**src/rtl/clock_switch_defs.svh**
```systemverilog
// offsets, field positions, reset values and timing counts of the clock switcher
`ifndef CLOCK_SWITCH_DEFS_SVH
`define CLOCK_SWITCH_DEFS_SVH
// register word indices, taken from byte address bits 5:2 on the control bus
`define OFS_MODE 4'h0
`define OFS_DIV 4'h1
`define OFS_MAINOSC 4'h2
`define OFS_LOWOSC 4'h3
`define OFS_STAB 4'h4
`define OFS_STABSEL 4'h5
`define ADDR_LSB 2
`define ADDR_MSB 5
// field positions
`define MODE_SEL_BIT 0
`define MODE_STAT_BIT 1
`define MAIN_STOP_BIT 7
`define LOW_STOP_BIT 0
`define DIV_MSB 2
`define STABSEL_MSB 2
`define FLAGS_MSB 3
// reset values
`define SEL_RST 1'b0
`define STAT_RST 1'b0
`define DIV_RST 3'h0
`define STOP_RST 1'b0
`define STABSEL_RST 3'h4
// divider codes and switching counts
`define DIV_SLOWEST 3'h4
`define TO_HIGH_CLKS 2'h2
// stabilization counter, thresholds as counter bit indices
`define STAB_W 16
`define STAB_B11 11
`define STAB_B13 13
`define STAB_B14 14
`define STAB_B15 15
// bus answers
`define RESP_OKAY 2'h0
`define RESP_SLVERR 2'h2
`endif

```
**src/rtl/clock_switch_pkg.sv**
```systemverilog
// types shared by the clock switcher modules
package clock_switch_pkg;
   typedef enum logic [1:0] {MuxSteady, MuxToHigh, MuxToLowCpu, MuxToLowEdge} mux_state_t;
endpackage : clock_switch_pkg

```
**src/rtl/cpu_clock_prescaler.sv**
```systemverilog
// divides the selected source ticks into cpu ticks; ratio changes only at a boundary
`timescale 1ns/100ps
`include "clock_switch_defs.svh"
module cpu_clock_prescaler (
   input wire logic clock,
   input wire logic reset,
   input wire logic srcTick,
   input wire logic restart,
   input wire logic [2:0] divReq,
   output logic cpuTick,
   output logic [2:0] divActive
);
   logic [3:0] phase_r, phase_nxt;
   logic [2:0] div_r, div_nxt;
   logic [2:0] divEff;
   logic [3:0] mask;

   // codes above the slowest one behave as the slowest
   always_comb begin
      divEff = (div_r > `DIV_SLOWEST) ? `DIV_SLOWEST : div_r;
      mask = 4'((5'h01 << divEff) - 5'h01);
      cpuTick = srcTick && ((phase_r & mask) == mask);
   end

   // a new ratio is taken when the slowest period wraps: at most 16/8/4/2/1 old clocks
   always_comb begin
      phase_nxt = phase_r;
      div_nxt = div_r;
      if (restart) begin
         phase_nxt = 4'h0;
         div_nxt = divReq;
      end else if (srcTick) begin
         phase_nxt = phase_r + 4'h1;
         if (phase_r == 4'hf) begin
            div_nxt = divReq;
         end
      end
      divActive = div_r;
   end

   always_ff @(posedge clock) begin
      if (reset) begin
         phase_r <= 4'h0;
         div_r <= `DIV_RST;
      end else begin
         phase_r <= phase_nxt;
         div_r <= div_nxt;
      end
   end
endmodule : cpu_clock_prescaler

```
**src/rtl/clock_source_mux.sv**
```systemverilog
// glitch-free hand-over between low-speed and high-speed source ticks
`timescale 1ns/100ps
`include "clock_switch_defs.svh"
module clock_source_mux (
   input wire logic clock,
   input wire logic reset,
   input wire logic sourceSelect,
   input wire logic cpuTick,
   input wire logic highTick,
   input wire logic lowTick,
   output logic srcTick,
   output logic handOver,
   output logic sourceStatus
);
   clock_switch_pkg::mux_state_t state_r, state_nxt;
   logic status_r, status_nxt;
   logic [1:0] count_r, count_nxt;

   // the status flop is the mux select itself, so it flips at the hand-over edge
   assign srcTick = status_r ? highTick : lowTick;
   assign sourceStatus = status_r;

   always_comb begin
      state_nxt = state_r;
      status_nxt = status_r;
      count_nxt = count_r;
      handOver = 1'b0;
      case (state_r)
         clock_switch_pkg::MuxSteady: begin
            count_nxt = 2'h0;
            if (sourceSelect && !status_r) begin
               state_nxt = clock_switch_pkg::MuxToHigh;
            end else if (!sourceSelect && status_r) begin
               state_nxt = clock_switch_pkg::MuxToLowCpu;
            end
         end
         // low to high: two old cpu clocks, then swap
         clock_switch_pkg::MuxToHigh: begin
            if (cpuTick) begin
               count_nxt = count_r + 2'h1;
               if (count_r + 2'h1 == `TO_HIGH_CLKS) begin
                  status_nxt = 1'b1;
                  handOver = 1'b1;
                  state_nxt = clock_switch_pkg::MuxSteady;
               end
            end
         end
         // high to low: finish the running cpu clock, then wait for a low edge;
         // worst case is one low period plus one old clock
         clock_switch_pkg::MuxToLowCpu: begin
            if (cpuTick) begin
               state_nxt = clock_switch_pkg::MuxToLowEdge;
            end
         end
         clock_switch_pkg::MuxToLowEdge: begin
            if (lowTick) begin
               status_nxt = 1'b0;
               handOver = 1'b1;
               state_nxt = clock_switch_pkg::MuxSteady;
            end
         end
         default: begin
            state_nxt = clock_switch_pkg::MuxSteady;
         end
      endcase
   end

   always_ff @(posedge clock) begin
      if (reset) begin
         state_r <= clock_switch_pkg::MuxSteady;
         status_r <= `STAT_RST;
         count_r <= 2'h0;
      end else begin
         state_r <= state_nxt;
         status_r <= status_nxt;
         count_r <= count_nxt;
      end
   end
endmodule : clock_source_mux

```
**src/rtl/cpu_clock_source_switcher.sv**
```systemverilog
// cpu clock source switcher: registers, oscillator control, stabilization and switching
// Function
// - select bit 0 of mode register picks low-speed (0) or high-speed (1) source.
// - after select is rewritten the old source runs on for a while.
// - read-only status bit 1 shows which source really clocks the cpu.
// - high-to-low within one low period plus one old clock; low-to-high takes two clocks.
// - divider bits 0..2 pick the cpu ratio; new ratio applies after a delay.
// - divider switchover at most 16, 8, 4, 2, 1 old clocks by old setting.
// - stabilization wait applies only to interrupt release from STOP on high-speed.
// - low oscillator stop bit acts only when the option makes it stoppable.
// - main stop bit cannot stop the main oscillator while it clocks the cpu.
// - low stop bit cannot stop the low oscillator while it clocks the cpu.
// - valid flag combinations per operating mode are software's duty; hardware only keeps the oscillator in use running.
// - main stop is bit 7 of its register; low stop is bit 0.
`timescale 1ns/100ps
`include "clock_switch_defs.svh"
module cpu_clock_source_switcher (
   input wire logic clock,
   input wire logic reset,
   // axi4-lite slave
   input wire logic [31:0] s_axi_awaddr,
   input wire logic s_axi_awvalid,
   output logic s_axi_awready,
   input wire logic [31:0] s_axi_wdata,
   input wire logic [3:0] s_axi_wstrb,
   input wire logic s_axi_wvalid,
   output logic s_axi_wready,
   output logic [1:0] s_axi_bresp,
   output logic s_axi_bvalid,
   input wire logic s_axi_bready,
   input wire logic [31:0] s_axi_araddr,
   input wire logic s_axi_arvalid,
   output logic s_axi_arready,
   output logic [31:0] s_axi_rdata,
   output logic [1:0] s_axi_rresp,
   output logic s_axi_rvalid,
   input wire logic s_axi_rready,
   // oscillator ticks, one cycle per oscillator period
   input wire logic highTick,
   input wire logic lowTick,
   // option byte: low-speed oscillator may be stopped by software
   input wire logic lowOscStoppable,
   // cpu power state
   input wire logic stopMode,
   input wire logic wakeByIrq,
   // outputs
   output logic cpuTick,
   output logic cpuOnHigh,
   output logic mainOscEnable,
   output logic lowOscEnable,
   output logic [2:0] cpuDivActive
);
   ////////////////////////////////////////////////////////////////////////////
   // register state
   // control fields written by software, then the stabilization counter and hold
   logic sel_r, sel_nxt;
   logic [2:0] div_r, div_nxt;
   logic mainStop_r, mainStop_nxt;
   logic lowStop_r, lowStop_nxt;
   logic [2:0] stabSel_r, stabSel_nxt;
   logic [`STAB_W-1:0] stab_r, stab_nxt;
   logic stabHold_r, stabHold_nxt;

   // bus side state: one write and one read in flight at most
   logic awHeld_r, awHeld_nxt;
   logic wHeld_r, wHeld_nxt;
   logic [31:0] awAddr_r, awAddr_nxt;
   logic [31:0] wData_r, wData_nxt;
   logic [3:0] wStrb_r, wStrb_nxt;
   logic bValid_r, bValid_nxt;
   logic [1:0] bResp_r, bResp_nxt;
   logic rValid_r, rValid_nxt;
   logic [1:0] rResp_r, rResp_nxt;
   logic [31:0] rData_r, rData_nxt;

   // nets between the sub-blocks and the bus logic
   logic sourceStatus;
   logic srcTick;
   logic rawCpuTick;
   logic handOver;
   logic stabReached;
   logic [3:0] stabFlags;
   logic [3:0] wIdx;
   logic [3:0] rIdx;

   ////////////////////////////////////////////////////////////////////////////
   // source mux and prescaler
   // the mux owns the status bit, and the prescaler restarts its phase at each hand-over
   clock_source_mux mux (
      .clock(clock),
      .reset(reset),
      .sourceSelect(sel_r),
      .cpuTick(rawCpuTick),
      .highTick(highTick),
      .lowTick(lowTick),
      .srcTick(srcTick),
      .handOver(handOver),
      .sourceStatus(sourceStatus)
   );

   // the divider register feeds the prescaler at once; the prescaler applies it at its wrap
   cpu_clock_prescaler prescaler (
      .clock(clock),
      .reset(reset),
      .srcTick(srcTick),
      .restart(handOver),
      .divReq(div_r),
      .cpuTick(rawCpuTick),
      .divActive(cpuDivActive)
   );

   ////////////////////////////////////////////////////////////////////////////
   // oscillator enables: a stop bit never stops the oscillator in use;
   // prohibited stop and divider combinations stay software's duty and are not blocked
   always_comb begin
      mainOscEnable = !(mainStop_r && !sourceStatus);
      lowOscEnable = !(lowOscStoppable && lowStop_r && sourceStatus);
      cpuOnHigh = sourceStatus;
      // the cpu is frozen in STOP and during the stabilization hold;
      // only the cpu loses these ticks, the prescaler and the mux keep counting raw ones
      cpuTick = rawCpuTick && !stopMode && !stabHold_r;
   end

   ////////////////////////////////////////////////////////////////////////////
   // stabilization counter: runs on main ticks, restarts whenever the osc stops
   always_comb begin
      // a threshold counts as reached once any bit at or above it is set; the counter
      // saturates at its top bit, so the flags fall back only when the oscillator stops or an interrupt wake restarts the count
      stabFlags[0] = |stab_r[`STAB_B15:`STAB_B11];
      stabFlags[1] = |stab_r[`STAB_B15:`STAB_B13];
      stabFlags[2] = |stab_r[`STAB_B15:`STAB_B14];
      stabFlags[3] = stab_r[`STAB_B15];
      case (stabSel_r)
         3'h0: stabReached = stabFlags[0];
         3'h1: stabReached = stabFlags[1];
         3'h2: stabReached = stabFlags[2];
         default: stabReached = stabFlags[3];
      endcase
      stab_nxt = stab_r;
      stabHold_nxt = stabHold_r;
      if (!mainOscEnable) begin
         stab_nxt = '0;
      end else if (wakeByIrq && stopMode && sourceStatus) begin
         stab_nxt = '0;
         stabHold_nxt = 1'b1;
      // the count stops at its top bit instead of wrapping
      end else if (highTick && !stab_r[`STAB_B15]) begin
         stab_nxt = stab_r + `STAB_W'(1);
      end
      // only the interrupt wake on the high clock waits; reset release never does
      // the hold drops one edge after the threshold, then the next selected tick runs
      if (stabHold_r && stabReached) begin
         stabHold_nxt = 1'b0;
      end
   end

   ////////////////////////////////////////////////////////////////////////////
   // axi write path: address and data taken in either order, one write at a time
   always_comb begin
      // each ready drops while its own half is held; both drop while the answer stands
      s_axi_awready = !awHeld_r && !bValid_r;
      s_axi_wready = !wHeld_r && !bValid_r;
      awHeld_nxt = awHeld_r;
      wHeld_nxt = wHeld_r;
      awAddr_nxt = awAddr_r;
      wData_nxt = wData_r;
      wStrb_nxt = wStrb_r;
      bValid_nxt = bValid_r;
      bResp_nxt = bResp_r;
      sel_nxt = sel_r;
      div_nxt = div_r;
      mainStop_nxt = mainStop_r;
      lowStop_nxt = lowStop_r;
      stabSel_nxt = stabSel_r;
      wIdx = awAddr_r[`ADDR_MSB:`ADDR_LSB];
      if (s_axi_awvalid && s_axi_awready) begin
         awHeld_nxt = 1'b1;
         awAddr_nxt = s_axi_awaddr;
      end
      if (s_axi_wvalid && s_axi_wready) begin
         wHeld_nxt = 1'b1;
         wData_nxt = s_axi_wdata;
         wStrb_nxt = s_axi_wstrb;
      end
      // commit one cycle after both halves are held; the new field is seen by the mux
      // and the prescaler from the next edge on
      if (awHeld_r && wHeld_r) begin
         awHeld_nxt = 1'b0;
         wHeld_nxt = 1'b0;
         bValid_nxt = 1'b1;
         bResp_nxt = `RESP_OKAY;
         // an address beyond the block answers with an error and changes nothing
         if (awAddr_r[31:`ADDR_MSB+1] != '0) begin
            bResp_nxt = `RESP_SLVERR;
         // every field sits in byte lane 0; a write without that lane changes nothing
         end else if (wStrb_r[0]) begin
            case (wIdx)
               `OFS_MODE: sel_nxt = wData_r[`MODE_SEL_BIT];
               `OFS_DIV: div_nxt = wData_r[`DIV_MSB:0];
               `OFS_MAINOSC: mainStop_nxt = wData_r[`MAIN_STOP_BIT];
               `OFS_LOWOSC: lowStop_nxt = wData_r[`LOW_STOP_BIT];
               `OFS_STABSEL: stabSel_nxt = wData_r[`STABSEL_MSB:0];
               `OFS_STAB: bResp_nxt = `RESP_OKAY; // read-only, write ignored
               default: bResp_nxt = `RESP_SLVERR;
            endcase
         end else if (wIdx > `OFS_STABSEL) begin
            bResp_nxt = `RESP_SLVERR;
         end
      end
      // the response stands until the master takes it, and no new write is taken meanwhile
      if (bValid_r && s_axi_bready) begin
         bValid_nxt = 1'b0;
      end
      s_axi_bvalid = bValid_r;
      s_axi_bresp = bResp_r;
   end

   ////////////////////////////////////////////////////////////////////////////
   // axi read path: data registered, answer one cycle after the address is taken
   always_comb begin
      s_axi_arready = !rValid_r;
      rValid_nxt = rValid_r;
      rResp_nxt = rResp_r;
      rData_nxt = rData_r;
      rIdx = s_axi_araddr[`ADDR_MSB:`ADDR_LSB];
      if (s_axi_arvalid && s_axi_arready) begin
         rValid_nxt = 1'b1;
         rResp_nxt = `RESP_OKAY;
         rData_nxt = 32'h0;
         if (s_axi_araddr[31:`ADDR_MSB+1] != '0) begin
            rResp_nxt = `RESP_SLVERR;
         end else begin
            // bits that hold no field read as zero
            case (rIdx)
               `OFS_MODE: begin
                  rData_nxt[`MODE_SEL_BIT] = sel_r;
                  rData_nxt[`MODE_STAT_BIT] = sourceStatus;
               end
               `OFS_DIV: rData_nxt[`DIV_MSB:0] = div_r;
               `OFS_MAINOSC: rData_nxt[`MAIN_STOP_BIT] = mainStop_r;
               `OFS_LOWOSC: rData_nxt[`LOW_STOP_BIT] = lowStop_r;
               `OFS_STAB: rData_nxt[`FLAGS_MSB:0] = stabFlags;
               `OFS_STABSEL: rData_nxt[`STABSEL_MSB:0] = stabSel_r;
               default: rResp_nxt = `RESP_SLVERR;
            endcase
         end
      // arready stays low while the answer stands, so one read at most is open
      end else if (rValid_r && s_axi_rready) begin
         rValid_nxt = 1'b0;
      end
      s_axi_rvalid = rValid_r;
      s_axi_rresp = rResp_r;
      s_axi_rdata = rData_r;
   end

   ////////////////////////////////////////////////////////////////////////////
   // all registers of this module
   // reset leaves the cpu on the low source with divider 000 and no stabilization wait
   always_ff @(posedge clock) begin
      if (reset) begin
         sel_r <= `SEL_RST;
         div_r <= `DIV_RST;
         mainStop_r <= `STOP_RST;
         lowStop_r <= `STOP_RST;
         stabSel_r <= `STABSEL_RST;
         stab_r <= '0;
         stabHold_r <= 1'b0;
         awHeld_r <= 1'b0;
         wHeld_r <= 1'b0;
         awAddr_r <= 32'h0;
         wData_r <= 32'h0;
         wStrb_r <= 4'h0;
         bValid_r <= 1'b0;
         bResp_r <= `RESP_OKAY;
         rValid_r <= 1'b0;
         rResp_r <= `RESP_OKAY;
         rData_r <= 32'h0;
      end else begin
         sel_r <= sel_nxt;
         div_r <= div_nxt;
         mainStop_r <= mainStop_nxt;
         lowStop_r <= lowStop_nxt;
         stabSel_r <= stabSel_nxt;
         stab_r <= stab_nxt;
         stabHold_r <= stabHold_nxt;
         awHeld_r <= awHeld_nxt;
         wHeld_r <= wHeld_nxt;
         awAddr_r <= awAddr_nxt;
         wData_r <= wData_nxt;
         wStrb_r <= wStrb_nxt;
         bValid_r <= bValid_nxt;
         bResp_r <= bResp_nxt;
         rValid_r <= rValid_nxt;
         rResp_r <= rResp_nxt;
         rData_r <= rData_nxt;
      end
   end
endmodule : cpu_clock_source_switcher

```
**config.mk**
```make
export PLATFORM = sky130hd
export DESIGN_NAME = cpu_clock_source_switcher
export DESIGN_NICKNAME = d
export VERILOG_FILES = /design/src/rtl/clock_switch_pkg.sv /design/src/rtl/cpu_clock_prescaler.sv /design/src/rtl/clock_source_mux.sv /design/src/rtl/cpu_clock_source_switcher.sv
export VERILOG_INCLUDE_DIRS = /design/src /design/src/rtl
export SDC_FILE = /design/constraint.sdc
export NUM_CORES = 1
export LEC_CHECK = 0
export BUFFER_PORTS_ARGS = -buffer_cell sky130_fd_sc_hd__buf_2
export CAP_MARGIN = 10
export CORE_UTILIZATION = 48
export CTS_CLUSTER_SIZE = 14
export DETAILED_ROUTE_END_ITERATION = 10
export GPL_TIMING_DRIVEN = 0
export HOLD_SLACK_MARGIN = 0.06
export PLACE_DENSITY = 0.88
export SYNTH_ARGS = -nofsm -noshare
export SYNTH_HDL_FRONTEND = slang
export SYNTH_SLANG_ARGS = --single-unit
```
**constraint.sdc**
```tcl
create_clock -name clock -period 1.8 [get_ports clock]
set_input_delay 0.36 -clock clock [delete_from_list [all_inputs] [get_ports clock]]
set_output_delay 0.36 -clock clock [all_outputs]
set_load 0.03 [all_outputs]
```
==> metrics.md <==
| Metric | Value |
|---|---|
| Outcome | finished, violations left |
| Violated checks | setup timing |
| DRT Pass-1 Iters | 4 |
| Worst R2R End | prescaler.divActive[1] |
| Critical path data arrival time | 1.47 ns |
| Max-slew headroom at the worst pin | 62.2% |
| Most used cells in the layout excluding fill and tap cells | 93 x sky130_fd_sc_hd__buf_2, 92 x sky130_fd_sc_hd__nand2_1, 78 x sky130_fd_sc_hd__dfxtp_1 |
| Number of sinks on the clock net | 84 |
| Tcrit/Tclk final | 102% |
| Latest clock arrival within the worst-skew pair | 0.36 ns |
| Combined global-route utilization of all metal layers | 22.5% |
| Worst hold slack after final layout | 0.180 ns |
| Met1 global-route usage | 25.0% |
| Area of the die | 8490 sq um |
| Reg2reg start | mux.sourceStatus |
| DR WL/cell | 13.1 um |
| Count of yosys warnings during synthesis | 0 |
| Syn Inst Count | 465 |
| Met3 usage | 4.73% |
| Routability cong. | 0.835 |
| Total of flip-flops plus latches after synthesis | 84 |
| Worst r2r path cells | 6 |
| Power per unit of standard cell area | 804 nW/um^2 |
| Maximum fanout count along the critical path | 3 |
| Routed vias/inst | 5.17 |
| Max Clock Skew | 0.0145 ns |
| Final count of negative-setup-slack endpoints | 1 |
| Maximum number of pins on one net before global-route repair | 17 |
| Achievable Freq | 546 MHz |
| Unrepaired setup endpoints after global routing | yes |
| Time the final worst path needs with I/O delays and setup | 1.83 ns |
| Number of buffers added by the clock tree synthesis step | 9 |
| Hold Path Stages | 2 |
| Clk slew on worst S/H paths | 0.09 ns |
| Clock tree from TritonCTS | built |
| Post-layout worst setup margin | -0.0316 ns |
| Sum of routed wire length over all layers | 9350 um |
| Wire length of the first global-routing pass | 15,400 um |
| Die span in y | 92.1 um |
| Post-synthesis instance area | 3900 sq um |
| Placed cell area | 4610 sq um |
| Setup slack of the worst register-to-register path | 0.04 ns |
| Kind of start point of the critical path | flip-flop |
| Avg Synthesized Cell Area | 8.38 sq um |
| Number of DRC markers after the initial detailed-route iteration | 216 |
| Slew @ Worst Pin | 0.568 ns |
| Number of flops mapped to enable cells by yosys | 0 |
| Type of element capturing the critical path | output port |
| Root Buffer | sky130_fd_sc_hd__clkbuf_8 |
| Share of the yosys chip area belonging to registers | 43.1% |
| Critical hold path startpoint | s_axi_rready |
| Number of nets in the layout | 719 |
| Routed Antenna Nets | 0 |
| Sum of negative setup slack | -0.0316 ns |
| Type of the worst min-delay path | primary input to flip-flop |
| Max-capacitance violation count | 0 |
| Via count of the first global-routing pass | 3,565 |
| Number of vias after detailed routing | 3,678 |
| Starting density of the core | 49.9% |
| Total congestion overflow | 0 |
| VDD IR-drop max | 0.613 mV |
| CTS H-tree depth | 3 |
| Most utilized layer in the global route result | met2 |
| Dpl hpwl | 7040 um |
| Layout cell share with drive strength beyond 1 | 29.1% |
| Distinct cell type count of the synthesized netlist | 52 |
| Hold Crit Endpoint | s_axi_rvalid |
| Total design power | 3970 uW |
| Core outline area | 7810 sq um |
| Leakage dissipation | 0.00216 uW |
| Top-level port count | 160 |
| Port Buf Inserts | 94 |
| Area added between synthesis and finish | 26.7% |
| Design Area, Final | 4940 sq um |
| Site Rows | 32 |
| Number of antenna violations at the first check in global routing | 0 |
| Global routing usage on met2 | 41.4% |
| Width of the die | 92.1 um |
| Maximum clock path buffer count | 2 |
| Number of hold buffers added after CTS | 0 |
| Count of final max-slew check failures | 0 |
| Crit path kind | flip-flop to output port |
| CP required | 1.44 ns |
| Hold violation count in the final report | 0 |
| Inserted Diodes | 0 |
| DRC violation count after routing | 0 |
| Primary FF master, synth | sky130_fd_sc_hd__dfxtp_1 |
| Most common cell after layout, fill and taps aside | sky130_fd_sc_hd__buf_2 |
| Async set or reset register ratio after synthesis | 0% |
-- routing by layer --
metal	part of all wire, %	wire length, um	up-vias
met5	0	0	-
met4	3.1	288	0
met3	4.9	459	32
met2	52	4850	114
met1	40	3750	1702
li1	-	-	1830
-- synth_stat cells (all sizes together), types with 5 or more instances --
library cell,number,area share (%)
nor4,15,3.8
a21oi,44,5.6
mux2i,20,5.1
inv,9,0.87
nand3,9,1.3
nor3,13,1.7
nand2,92,8.9
nor2,42,4.0
xnor2,10,2.2
clkbuf,17,1.6
dfxtp,84,43
xor2,5,1.1
nand4,8,1.4
buf,30,5.7
o21ai,10,1.3
-- cells by family after synthesis --
family	Yosys count	share of synthesized area, %
XOR/XNOR	15	3.37
other	1	0.0962
AND/OR/NAND/NOR	204	25.7
adder cells (fa/ha/maj)	3	0.963
AO/OA/AOI/OAI	76	11.7
buffers and inverters	58	8.38
multiplexers	24	6.58
flip-flops	84	43.1
-- worst max-delay path by stage --
stage | cells past startpoint | slack, ns | endpoint | start
finish | 5 | -0.03 | cpuTick | mux.sourceStatus
global route | 5 | -0.13 | cpuTick | prescaler.phase_r[0]
CTS | 5 | -0.06 | cpuTick | prescaler.divActive[1]
detailed placement | 6 | -0.11 | stab_r[11] | highTick
global placement | 6 | -0.08 | cpuTick | highTick
floorplan | 5 | 0.005 | stab_r[11] | mux.sourceStatus
-- flip-flops by register name, indices dropped and copies added (netlist names), 2 cells and up --
register             flops
wData_r                  4
prescaler.phase_r        4
stab_r                  16
div_r                    3
awAddr_r                30
stabSel_r                3
prescaler.divActive      3
mux.state_r              2
mux.count_r              2
s_axi_rdata              5
-- power by group --
part	switching, uW	total, uW	leakage, uW	internal, uW
Sequential	62.7	1990	0.000687	1930
Clock	736	1400	0.000102	662
Combinational	352	582	0.00137	230
Total	1150	3970	0.00216	2820
-- through the flow --
step | util [%] | setup slack (ns) | std cells
finish | 63.3 | -0.0316 | 711
CTS | 62.5 | -0.0614 | 709
global placement | 59.1 | -0.0796 | 689
floorplan | - | 0.00514 | 493
detailed placement | 59.1 | -0.113 | 689
global route | 63.3 | -0.128 | 711
-- worst max-delay path: stages, from the launching register on --
cell and delay, ns:
sky130_fd_sc_hd__dfxtp_2 0.34, sky130_fd_sc_hd__mux2i_2 0.17, sky130_fd_sc_hd__a21oi_2 0.16, sky130_fd_sc_hd__nand3_2 0.13
sky130_fd_sc_hd__nor3_4 0.16, sky130_fd_sc_hd__buf_6 0.16
-- final cells by class --
class / instances / area [sq um]
Inverter: 11 / 41.3
Buffer: 47 / 288
Fill cell: 643 / 2870
Sequential cell: 84 / 1690
Timing Repair Buffer: 100 / 522
Clock buffer: 9 / 124
Multi-Input combinational cell: 351 / 2060
Tap cell: 102 / 128
Clock inverter: 7 / 83.8
-- what timing repair did --
item                                    4_1_cts  5_1_grt
endpoints found under the setup margin        9       23
pin swaps                                     6        5
hold endpoints to repair                      0        0
resized for setup                             9       14
buffers inserted                              4        2
Power figures use the tool's default switching activity.
